File: src/logic/sd_irq_pkg.sv
// constants and types shared by the sd host interrupt and masking block
// Overview of operation
// - primary mask: response end b0, access end b2, card-detect removal b3, insertion b4
// - primary mask: dat3 removal b8 and dat3 insertion b9, for presence via dat3
// - primary mask b1, b7-b5, b31-b10 read as zero and ignore writes
// - secondary mask b0-b6: command, crc, end bit, timeout, illegal write/read, response timeout
// - secondary mask: buffer read ready b8, buffer write ready b9, illegal access b15
// - secondary mask b7, b14-b10, b31-b16 read as zero and ignore writes
// - four separate request lines: buffer access, card detect, card access, sdio access
// - event reaches processor only if mask permits and controller enable is set
// - buffer access request can trigger the transfer controller; its end raises interrupt
// - sdio request asserts on sdio events; cause readable in separate sdio status
// - card access and detect requests follow protocol status; causes in two registers
// - writable flags clear on write of one; zero keeps; read-only flags ignore writes
package sd_irq_pkg;
   // register byte addresses
   localparam logic [7:0] OFS_STATUS_PRI = 8'h00;
   localparam logic [7:0] OFS_STATUS_SEC = 8'h04;
   localparam logic [7:0] OFS_MASK_PRI   = 8'h08;
   localparam logic [7:0] OFS_MASK_SEC   = 8'h0c;
   localparam logic [7:0] OFS_SDIO_STAT  = 8'h10;
   localparam logic [7:0] OFS_SDIO_MASK  = 8'h14;
   localparam logic [7:0] OFS_IRQ_STAT   = 8'h18;
   localparam logic [7:0] OFS_IRQ_MASK   = 8'h1c;
   // primary field positions
   localparam int BIT_RESP_END   = 0;
   localparam int BIT_ACC_END    = 2;
   localparam int BIT_CD_REMOVE  = 3;
   localparam int BIT_CD_INSERT  = 4;
   localparam int BIT_CD_MON     = 5;
   localparam int BIT_WP_MON     = 7;
   localparam int BIT_D3_REMOVE  = 8;
   localparam int BIT_D3_INSERT  = 9;
   localparam int BIT_D3_MON     = 10;
   // secondary field positions (b0-b6 errors in order, then monitors, buffer events and illegal access)
   localparam int BIT_D0_MON     = 7;
   localparam int BIT_BUF_RD     = 8;
   localparam int BIT_BUF_WR     = 9;
   localparam int BIT_CMD_BUSY   = 14;
   localparam int BIT_ILL_ACCESS = 15;
   // sdio field positions
   localparam int BIT_SDIO_IRQ   = 0;
   localparam int BIT_SDIO_EXPUB = 14;
   localparam int BIT_SDIO_EXWT  = 15;
   // writable bit maps of each register, then the request line groups
   localparam logic [31:0] WR_PRI       = 32'h0000_031d;
   localparam logic [31:0] WR_SEC       = 32'h0000_837f;
   localparam logic [31:0] WR_SDIO      = 32'h0000_c001;
   localparam logic [31:0] DET_PRI      = 32'h0000_0318;
   localparam logic [31:0] ACC_PRI      = 32'h0000_0005;
   localparam logic [31:0] BUF_SEC      = 32'h0000_0300;
   localparam logic [31:0] ACC_SEC      = 32'h0000_807f;
   localparam logic [4:0]  WR_IRQ       = 5'h1f;
   // reset values
   localparam logic [31:0] RST_MASK     = 32'h0000_0000;
   localparam logic [4:0]  RST_IRQ_MASK = 5'h00;
   localparam logic [31:0] RST_RDATA    = 32'h0000_0000;
   // interrupt status positions
   localparam int IRQ_BUF  = 0;
   localparam int IRQ_DET  = 1;
   localparam int IRQ_ACC  = 2;
   localparam int IRQ_SDIO = 3;
   localparam int IRQ_XFER = 4;

   // one-cycle event pulses from the card protocol engine, same clock
   typedef struct packed {
      logic       resp_end;
      logic       acc_end;
      logic [6:0] errors;
      logic       buf_rd;
      logic       buf_wr;
      logic       ill_access;
      logic       sdio_irq;
      logic       sdio_expub;
      logic       sdio_exwt;
   } engine_event_t;

   // the four request lines toward the system interrupt unit
   typedef struct packed {
      logic buffer_access_request;
      logic card_detect_request;
      logic card_access_request;
      logic sdio_access_request;
   } request_lines_t;
endpackage

File: src/logic/pin_sync.sv
// two-stage synchroniser for slow card pins with edge pulses
module pin_sync #(
   parameter int W = 1
) (
   input  wire logic         clk_sys,
   input  wire logic         rst_n,
   input  wire logic         ce,
   input  wire logic [W-1:0] pin,
   output logic      [W-1:0] level,
   output logic      [W-1:0] rise,
   output logic      [W-1:0] fall
);
   logic [W-1:0] meta_ff;
   logic [W-1:0] sync_ff;
   logic [W-1:0] last_ff;

   // meta_ff feeds only sync_ff; edges compare the two later stages
   always_ff @(posedge clk_sys) begin
      if (!rst_n) begin
         meta_ff <= '0;
         sync_ff <= '0;
         last_ff <= '0;
      end else if (ce) begin
         meta_ff <= pin;
         sync_ff <= meta_ff;
         last_ff <= sync_ff;
      end
   end

   assign level = sync_ff;
   assign rise  = sync_ff & ~last_ff;
   assign fall  = ~sync_ff & last_ff;
endmodule

File: src/logic/sticky_flags.sv
// sticky event flags, write one to clear, set beats clear
module sticky_flags #(
   parameter int          W     = 32,
   parameter logic [W-1:0] WMASK = '1
) (
   input  wire logic         clk_sys,
   input  wire logic         rst_n,
   input  wire logic         ce,
   input  wire logic [W-1:0] set,
   input  wire logic         clr_we,
   input  wire logic [W-1:0] clr_data,
   output logic      [W-1:0] q
);
   logic [W-1:0] flags_ff;
   wire  [W-1:0] clr_bits = clr_we ? (clr_data & WMASK) : '0;
   wire  [W-1:0] nxt_flags = (flags_ff & ~clr_bits) | (set & WMASK);

   // an event in the clearing cycle survives
   always_ff @(posedge clk_sys) begin
      if (!rst_n) begin
         flags_ff <= '0;
      end else if (ce) begin
         flags_ff <= nxt_flags;
      end
   end

   assign q = flags_ff;
endmodule

File: src/logic/sd_irq_mask.sv
// sd host event flags, masks and request line generation
//
// The implementer's own choices: strobed register access and the register offsets.
module sd_irq_mask (
   input  wire logic                       clk_sys,
   input  wire logic                       rst_n,
   input  wire logic                       ce,
   input  wire logic [7:0]                 addr,
   input  wire logic [31:0]                wdata,
   input  wire logic                       wr_en,
   input  wire logic                       rd_en,
   output logic      [31:0]                rdata,
   input  wire sd_irq_pkg::engine_event_t  engine_event,
   input  wire logic                       cmd_busy,
   input  wire logic                       card_detect_pin,
   input  wire logic                       write_protect_pin,
   input  wire logic                       dat3_pin,
   input  wire logic                       dat0_pin,
   output sd_irq_pkg::request_lines_t      request_lines,
   output logic                            dtc_trigger,
   input  wire logic                       dtc_transfer_end,
   output logic                            irq
);
   logic [31:0] mask_pri_ff;
   logic [31:0] mask_sec_ff;
   logic [31:0] sdio_mask_ff;
   logic [4:0]  irq_mask_ff;
   logic [31:0] rdata_ff;
   logic [3:0]  lines_last_ff;
   logic [3:0]  pin_level;
   logic [3:0]  pin_rise;
   logic [3:0]  pin_fall;
   logic [31:0] stat_pri_q;
   logic [31:0] stat_sec_q;
   logic [31:0] sdio_q;
   logic [4:0]  irq_q;

   // register decode
   wire wr_stat_pri = wr_en && addr == sd_irq_pkg::OFS_STATUS_PRI;
   wire wr_stat_sec = wr_en && addr == sd_irq_pkg::OFS_STATUS_SEC;
   wire wr_mask_pri = wr_en && addr == sd_irq_pkg::OFS_MASK_PRI;
   wire wr_mask_sec = wr_en && addr == sd_irq_pkg::OFS_MASK_SEC;
   wire wr_sdio_st  = wr_en && addr == sd_irq_pkg::OFS_SDIO_STAT;
   wire wr_sdio_msk = wr_en && addr == sd_irq_pkg::OFS_SDIO_MASK;
   wire wr_irq_st   = wr_en && addr == sd_irq_pkg::OFS_IRQ_STAT;
   wire wr_irq_msk  = wr_en && addr == sd_irq_pkg::OFS_IRQ_MASK;

   // card pins come from outside and are synchronised first
   pin_sync #(
      .W (4)
   ) u_pins (
      .clk_sys (clk_sys),
      .rst_n   (rst_n),
      .ce      (ce),
      .pin     ({dat0_pin, dat3_pin, write_protect_pin, card_detect_pin}),
      .level   (pin_level),
      .rise    (pin_rise),
      .fall    (pin_fall)
   );

   // primary event set terms; insertion is a rising presence level
   logic [31:0] set_pri;
   always_comb begin
      set_pri = '0;
      set_pri[sd_irq_pkg::BIT_RESP_END]  = engine_event.resp_end;
      set_pri[sd_irq_pkg::BIT_ACC_END]   = engine_event.acc_end;
      set_pri[sd_irq_pkg::BIT_CD_REMOVE] = pin_fall[0];
      set_pri[sd_irq_pkg::BIT_CD_INSERT] = pin_rise[0];
      set_pri[sd_irq_pkg::BIT_D3_REMOVE] = pin_fall[2];
      set_pri[sd_irq_pkg::BIT_D3_INSERT] = pin_rise[2];
   end

   // secondary event set terms
   logic [31:0] set_sec;
   always_comb begin
      set_sec = '0;
      set_sec[6:0]                         = engine_event.errors;
      set_sec[sd_irq_pkg::BIT_BUF_RD]     = engine_event.buf_rd;
      set_sec[sd_irq_pkg::BIT_BUF_WR]     = engine_event.buf_wr;
      set_sec[sd_irq_pkg::BIT_ILL_ACCESS] = engine_event.ill_access;
   end

   // sdio event set terms
   logic [31:0] set_sdio;
   always_comb begin
      set_sdio = '0;
      set_sdio[sd_irq_pkg::BIT_SDIO_IRQ]   = engine_event.sdio_irq;
      set_sdio[sd_irq_pkg::BIT_SDIO_EXPUB] = engine_event.sdio_expub;
      set_sdio[sd_irq_pkg::BIT_SDIO_EXWT]  = engine_event.sdio_exwt;
   end

   // flags record whether masked or not
   sticky_flags #(
      .W     (32),
      .WMASK (sd_irq_pkg::WR_PRI)
   ) u_stat_pri (
      .clk_sys  (clk_sys),
      .rst_n    (rst_n),
      .ce       (ce),
      .set      (set_pri),
      .clr_we   (wr_stat_pri),
      .clr_data (wdata),
      .q        (stat_pri_q)
   );

   sticky_flags #(
      .W     (32),
      .WMASK (sd_irq_pkg::WR_SEC)
   ) u_stat_sec (
      .clk_sys  (clk_sys),
      .rst_n    (rst_n),
      .ce       (ce),
      .set      (set_sec),
      .clr_we   (wr_stat_sec),
      .clr_data (wdata),
      .q        (stat_sec_q)
   );

   sticky_flags #(
      .W     (32),
      .WMASK (sd_irq_pkg::WR_SDIO)
   ) u_sdio (
      .clk_sys  (clk_sys),
      .rst_n    (rst_n),
      .ce       (ce),
      .set      (set_sdio),
      .clr_we   (wr_sdio_st),
      .clr_data (wdata),
      .q        (sdio_q)
   );

   // mask registers keep only their writable bits
   always_ff @(posedge clk_sys) begin
      if (!rst_n) begin
         mask_pri_ff  <= sd_irq_pkg::RST_MASK;
         mask_sec_ff  <= sd_irq_pkg::RST_MASK;
         sdio_mask_ff <= sd_irq_pkg::RST_MASK;
         irq_mask_ff  <= sd_irq_pkg::RST_IRQ_MASK;
      end else if (ce) begin
         if (wr_mask_pri) begin
            mask_pri_ff <= wdata & sd_irq_pkg::WR_PRI;
         end
         if (wr_mask_sec) begin
            mask_sec_ff <= wdata & sd_irq_pkg::WR_SEC;
         end
         if (wr_sdio_msk) begin
            sdio_mask_ff <= wdata & sd_irq_pkg::WR_SDIO;
         end
         if (wr_irq_msk) begin
            irq_mask_ff <= wdata[4:0];
         end
      end
   end

   // pending and permitted per group; a mask bit of one lets the event through
   wire [31:0] live_pri = stat_pri_q & mask_pri_ff;
   wire [31:0] live_sec = stat_sec_q & mask_sec_ff;
   wire [31:0] live_sdio = sdio_q & sdio_mask_ff;
   wire line_buf  = |(live_sec & sd_irq_pkg::BUF_SEC);
   wire line_det  = |(live_pri & sd_irq_pkg::DET_PRI);
   wire line_acc  = |(live_pri & sd_irq_pkg::ACC_PRI) |
                    |(live_sec & sd_irq_pkg::ACC_SEC);
   wire line_sdio = |live_sdio;
   wire [3:0] lines_now = {line_sdio, line_acc, line_det, line_buf};

   // four independent lines; the interrupt unit enables buffer alone and detect, access and sdio as one group
   assign request_lines.buffer_access_request = line_buf;
   assign request_lines.card_detect_request   = line_det;
   assign request_lines.card_access_request   = line_acc;
   assign request_lines.sdio_access_request   = line_sdio;
   assign dtc_trigger = line_buf;

   // local summary status: rising lines plus transfer end
   wire [4:0] irq_set = {dtc_transfer_end, lines_now & ~lines_last_ff};

   sticky_flags #(
      .W     (5),
      .WMASK (sd_irq_pkg::WR_IRQ)
   ) u_irq (
      .clk_sys  (clk_sys),
      .rst_n    (rst_n),
      .ce       (ce),
      .set      (irq_set),
      .clr_we   (wr_irq_st),
      .clr_data (wdata[4:0]),
      .q        (irq_q)
   );

   assign irq = |(irq_q & irq_mask_ff);

   // read-only monitor bits show the synchronised pin levels; b14 shows the cmd_busy input directly
   logic [31:0] view_pri;
   logic [31:0] view_sec;
   always_comb begin
      view_pri = stat_pri_q;
      view_pri[sd_irq_pkg::BIT_CD_MON] = pin_level[0];
      view_pri[sd_irq_pkg::BIT_WP_MON] = pin_level[1];
      view_pri[sd_irq_pkg::BIT_D3_MON] = pin_level[2];
      view_sec = stat_sec_q;
      view_sec[sd_irq_pkg::BIT_D0_MON]   = pin_level[3];
      view_sec[sd_irq_pkg::BIT_CMD_BUSY] = cmd_busy;
   end

   // read select; unmapped addresses read zero
   wire [31:0] rd_sel =
      (addr == sd_irq_pkg::OFS_STATUS_PRI) ? view_pri :
      (addr == sd_irq_pkg::OFS_STATUS_SEC) ? view_sec :
      (addr == sd_irq_pkg::OFS_MASK_PRI)   ? mask_pri_ff :
      (addr == sd_irq_pkg::OFS_MASK_SEC)   ? mask_sec_ff :
      (addr == sd_irq_pkg::OFS_SDIO_STAT)  ? sdio_q :
      (addr == sd_irq_pkg::OFS_SDIO_MASK)  ? sdio_mask_ff :
      (addr == sd_irq_pkg::OFS_IRQ_STAT)   ? {27'h0000000, irq_q} :
      (addr == sd_irq_pkg::OFS_IRQ_MASK)   ? {27'h0000000, irq_mask_ff} :
      32'h0000_0000;

   // read data live only in the cycle after the strobe, zero otherwise
   always_ff @(posedge clk_sys) begin
      if (!rst_n) begin
         rdata_ff      <= sd_irq_pkg::RST_RDATA;
         lines_last_ff <= 4'h0;
      end else if (ce) begin
         rdata_ff      <= rd_en ? rd_sel : sd_irq_pkg::RST_RDATA;
         lines_last_ff <= lines_now;
      end
   end

   assign rdata = rdata_ff;
endmodule

File: config.mk
export PLATFORM = sky130hd
export DESIGN_NAME = sd_irq_mask
export DESIGN_NICKNAME = d
export VERILOG_FILES = /design/src/logic/sd_irq_pkg.sv /design/src/logic/pin_sync.sv /design/src/logic/sticky_flags.sv /design/src/logic/sd_irq_mask.sv
export SDC_FILE = /design/constraint.sdc
export NUM_CORES = 1
export LEC_CHECK = 0
export BUFFER_PORTS_ARGS = -buffer_cell sky130_fd_sc_hd__buf_2
export CORE_MARGIN = 5
export CORE_UTILIZATION = 58
export CTS_BUF_LIST = sky130_fd_sc_hd__clkbuf_4
export DETAILED_ROUTE_END_ITERATION = 16
export PLACE_DENSITY = 0.93
export SYNTH_ARGS = -nofsm -noshare
export SYNTH_HDL_FRONTEND = slang
export SYNTH_HIERARCHICAL = 1
export SYNTH_SLANG_ARGS = --single-unit
File: constraint.sdc
create_clock -name clk_sys -period 1.9 [get_ports clk_sys]
set_input_delay 0 -clock clk_sys [delete_from_list [all_inputs] [get_ports clk_sys]]
set_output_delay 0 -clock clk_sys [all_outputs]
set_load 0.01 [all_outputs]
## Yosys cells after proc, flatten, opt, wreduce, memory -nomap -nowiden

Index checks and enable logic that the tools add are counted.

- Register bits after elaboration: 172
- Bits in latches: 0
- RAM bits: 0
- Memory bits (read-only): 0
- Output and inout port bits: 38
- Logic and storage cells: 75
- Memories: 0

- $add $sub $neg: 0
- $mul: 0
- Divide/modulo/power cells: 0
- $lt $le $gt $ge: 0
- Equal/unequal tests: 7
- Shift-type cells: 0
- Muxes and demuxes: 13
- Bitwise gates (word level): 23
- Reduce and logical (&&, ||, !) cells: 19

Operators by type and width:

| cell | number |
|---|---|
| $mux 32 | 6 |
| $and 32x32->32 | 3 |
| $not 32->32 | 3 |
| $or 32x16->32 | 2 |
| $mux 16 | 3 |
| $and 32x16->32 | 1 |
| $eq 8x5->1 const B | 4 |
| $or 32x10->32 | 1 |
| $reduce_or 32->1 | 1 |
| $and 16x16->16 | 1 |
| $eq 8x4->1 const B | 2 |
| $mux 5 | 3 |
| $and 10x10->10 | 1 |
| $and 5x5->5 | 2 |
| $mux 10 | 1 |
| $eq 8x3->1 const B | 1 |
| $logic_and 1x1->1 | 8 |
| $logic_not 8->1 | 1 |
| $reduce_and 2->1 | 4 |
| $reduce_or 8->1 | 1 |
| $and 3x3->3 | 2 |
| $not 3->3 | 2 |
| $not 5->5 | 1 |
| $or 5x5->5 | 1 |
| other kinds (6) | 7 |

## Depth between registers and ports, before layout

- Depth in word-level cells: 10
- Mapped depth: 8
- Gate-level depth less buffers: 6

## Modules after synthesis

Netlist, hierarchy kept.

By module, submodules not included:

| module | times used | cells each | area each (sq um) |
|---|---|---|---|
| sd_irq_mask | 1 | 420 | 3370.7 |
| sticky_flags (u_stat_sec) | 1 | 66 | 639.4 |
| pin_sync | 1 | 46 | 500.5 |
| sticky_flags (u_stat_pri) | 1 | 53 | 484.2 |
| sticky_flags (u_sdio) | 1 | 43 | 360.3 |
| sticky_flags (u_irq) | 1 | 22 | 240.2 |

## Least setup slack after synthesis

Ideal clock, no wire load.

- Path type: input-to-reg
- Start point: in addr[7]
- End point: reg u_stat_pri.flags_ff[0] (netlist: u_stat_pri/q[0])
- Arrival: 1511 ps
- Setup slack: 269 ps
- Cell stages on the path: 6
- Buffers on the path: 1
- Cell sequence: or4_4 > or3_1 > clkbuf_1 > nor2_1 > a21bo_2 > a21oi_1

- Word-level cells in the longest chain between the ends: 6

Ends and longest elaborated chain:

| what | line | text |
|---|---|---|
| start: declaration | sd_irq_mask.sv:8 | `input wire logic [7:0] addr,` |
| $logic_not 8->1 | sd_irq_mask.sv:39 | `wire wr_stat_pri = wr_en && addr == sd_irq_pkg::OFS_STATUS_PRI;` |
| $logic_and 1x1->1 | sd_irq_mask.sv:39 |  |
| net wr_stat_pri | sd_irq_mask.sv:39 |  |
| $mux 10 | sticky_flags.sv:15 | `wire [W-1:0] clr_bits = clr_we ? (clr_data & WMASK) : '0;` |
| $not 32->32 | sticky_flags.sv:16 | `wire [W-1:0] nxt_flags = (flags_ff & ~clr_bits) \| (set & WMASK);` |
| $and 32x32->32 | sticky_flags.sv:16 |  |
| $or 32x10->32 | sticky_flags.sv:16 |  |
| end signal: assignment | sticky_flags.sv:23 | `flags_ff <= nxt_flags;` |
| end: declaration | sticky_flags.sv:14 | `logic [W-1:0] flags_ff;` |

The timed path passes the listed nets, and every way through them passes these cells.
A chain may end at the register's enable or synchronous reset.

## Final worst setup path

- Start point: in addr[7]
- End point: reg u_irq.flags_ff[4] (netlist: u_irq/q[4])

- Word-level cells in the longest chain between the ends: 6

Ends and longest elaborated chain:

| what | line | text |
|---|---|---|
| $eq 8x5->1 | sd_irq_mask.sv:45 | `wire wr_irq_st = wr_en && addr == sd_irq_pkg::OFS_IRQ_STAT;` |
| $logic_and 1x1->1 | sd_irq_mask.sv:45 |  |
| net wr_irq_st | sd_irq_mask.sv:45 |  |
| $mux 5 | sticky_flags.sv:15 |  |
| $not 5->5 | sticky_flags.sv:16 |  |
| $and 5x5->5 | sticky_flags.sv:16 |  |
| $or 5x5->5 | sticky_flags.sv:16 |  |
| end signal: assignment | sticky_flags.sv:23 |  |
| end: declaration | sticky_flags.sv:14 |  |

The timed path passes the listed nets, and every way through them passes these cells.

==> impl_metrics.env <==
export IMPL_status="complete, no violations"
export IMPL_rsz0062_at_grt="no"
export IMPL_syn_area_sq_um=5456
export IMPL_dieHeight_um=107.0
export IMPL_vdd_drop_max_uv=521.3
export IMPL_crit_path_end_kind="register"
export IMPL_drive_gt1_share_pct=21.05
export IMPL_min_period_ns=1.812
export IMPL_insertedDiodeCount=0
export IMPL_final_nets=826
export IMPL_p_per_area_nw_per_um2=581.2
export IMPL_grt_pass1_vias=4898
export IMPL_num_vias=4912
export IMPL_total_power_uw=3694
export IMPL_crit_type="in -> reg"
export IMPL_holdWs_ns=0.04679
export IMPL_first_pass_iters=7
export IMPL_final_hold_viol_count=0
export IMPL_clk_latency_ns=0.47
export IMPL_worstPathArrival_ns=2.20
export IMPL_relSlewSlack_pct=22.99
export IMPL_fin_setup_tns_ns=0
export IMPL_path_max_fanout=7
export IMPL_slew_violations=0
export IMPL_cpPeakStageDelay_ns=0.76
export IMPL_p_leak_uw=0.002835
export IMPL_setup_viol=0
export IMPL_worst_pin_slew_ns=1.151
export IMPL_core_area_sq_um=9196
export IMPL_r2r_start="mask_pri_ff[0]"
export IMPL_rrSetupSlack_ns=0.15
export IMPL_hold_path_end="rdata[14]"
export IMPL_cts_tree="yes"
export IMPL_ys_warnings_count=6
export IMPL_reg2reg_depth=4
export IMPL_holdCritPathClass="in -> reg"
export IMPL_postSynthAreaPerCell_sq_um=8.606
export IMPL_post_cts_buffers=0
export IMPL_drc=0
export IMPL_grt_pass1_wl_mm=23.48
export IMPL_crit_chain="buf_2, or4b_1, nor4_1, buf_4, a21bo_2, a21oi_1, dlygate4sd3_1"
export IMPL_grtUsageTotal_pct=25.64
export IMPL_period_share_pct=95.39
export IMPL_place_ws_ns=0.07964
export IMPL_io_pins=104
export IMPL_clock_sinks=94
export IMPL_io_buffers=82
export IMPL_die_w_um=107.0
export IMPL_cts_root_buf="clkbuf_4"
export IMPL_fin_ws_ns=0.08768
export IMPL_drt_initial_drc_count=430
export IMPL_initial_core_util_pct=59.33
export IMPL_htreeDepth=3
export IMPL_whs_path_depth=5
export IMPL_worst_ep_required_time_ns=2.29
export IMPL_die_area_sq_um=11450
export IMPL_maxCapViolations=0
export IMPL_skew_ns=0.02552
export IMPL_critPathSlowestCell="or4b_1"
export IMPL_cts_buffer_depth=2
export IMPL_clock_fmax_mhz=551.8
export IMPL_dpl_hpwl_mm=10.31
export IMPL_wl_per_cell_um=16.48
export IMPL_hp_start="rd_en"
export IMPL_synthCells=634
export IMPL_cts_buffers_inserted=9
export IMPL_grt_overflow=0
export IMPL_viasPerCell=5.607
export IMPL_synthToLayoutAreaGrowth_pct=16.49
export IMPL_start_kind="primary input"
export IMPL_antenna_left=0
export IMPL_grt_max_degree=33
export IMPL_gp_congestion=0.9226
export IMPL_clk_pin_slew_ns=0.17
export IMPL_fin_util_pct=69.12
export IMPL_antenna_found_initial=0
export IMPL_fp_row_count=35
export IMPL_routed_wl_mm=14.44
export IMPL_rr_endpoint="rdata[0]"
[power by group]
part | internal [uW] | switching [uW] | total (uW) | leakage, uW
clock network | 296 | 742 | 1040 | 0.0000659
registers | 2020 | 55.4 | 2080 | 0.000764
logic | 286 | 292 | 577 | 0.00200
total | 2610 | 1090 | 3690 | 0.00283
[critical path, delay by kind of cell]
kind / cells / cell delay (ns)
AO/OA/AOI/OAI: 2 / 0.19
buffers and inverters: 3 / 0.89
AND/OR/NAND/NOR: 2 / 1.13
[per-layer routing]
metal / routed length (um) / vias up / global-route usage [%] / part of all wire (%)
met4: 623 / 0 / 12.42 / 4.3
met5: 0 / - / 0 / 0
met2: 7161 / 207 / 45.28 / 50
li1: - / 2342 / - / -
met1: 5697 / 2308 / 29.43 / 39
met3: 957 / 55 / 5.238 / 6.6
[flip-flops by register name, summed over array words and instances, names as in the netlist]
name            cells
u_sdio/q            3
sdio_mask_ff        3
u_pins/meta_ff      4
mask_sec_ff        10
u_stat_pri/q        6
u_pins/last_ff      2
u_pins/level        4
lines_last_ff       4
rdata              32
u_stat_sec/q       10
u_irq/q             5
irq_mask_ff         5
mask_pri_ff         6
[worst max-delay path by stage]
stage / start / to / slack (ns) / cells past startpoint
floorplan: addr[7] / u_stat_pri/q[0] / 0.27 / 6
global placement: addr[7] / u_stat_pri/q[9] / 0.16 / 6
detailed placement: addr[7] / u_stat_pri/q[4] / 0.08 / 6
CTS: addr[7] / u_stat_pri/q[2] / 0.05 / 7
global route: addr[1] / rdata[0] / 0.01 / 7
finish: addr[7] / u_irq/q[4] / 0.09 / 7
[placed cells by master, fill, tap and decap left out, types with 3 or more instances in the layout]
master and n:
mux2i_1 85, nor3_2 3, a21oi_1 54, nand3_1 5, a221oi_1 3, inv_1 14, a31oi_1 3, nor2_1 58
o21a_1 3, nor3_1 4, nor2b_1 24, buf_2 81, a22o_1 3, o22ai_1 6, dfxtp_1 92, nand2b_1 5
o21ai_0 32, nor4_1 3, a21bo_2 24, nand2_1 40, dlygate4sd3_1 51, conb_1 72, o221ai_1 4, a22oi_1 11
a211oi_1 4, buf_4 24, inv_6 4, or3_1 3, mux2_2 3, a222oi_1 3, clkbuf_4 10
[layout make-up]
type	count	area [sq um]
fillers	743	2840
clock inverters	7	61.31
clock buffers	9	67.56
inverters	15	56.30
well taps	111	138.9
multi-input cells	483	3044
flip-flops and latches	94	1884
repair buffers	157	1104
[timing repair]
action                     CTS  global route
hold endpoints to repair    61             0
resized for setup            0             7
hold buffers                51             0
setup endpoints to repair    0             6
[per-stage QoR]
step | instances | instance area, sq um
after CTS | 876 | 6336
after global routing | 876 | 6356
after floorplan | 703 | 5715
after global placement | 809 | 5697
after detailed placement | 809 | 5697
final | 876 | 6356
Power figures use the tool's default switching activity.
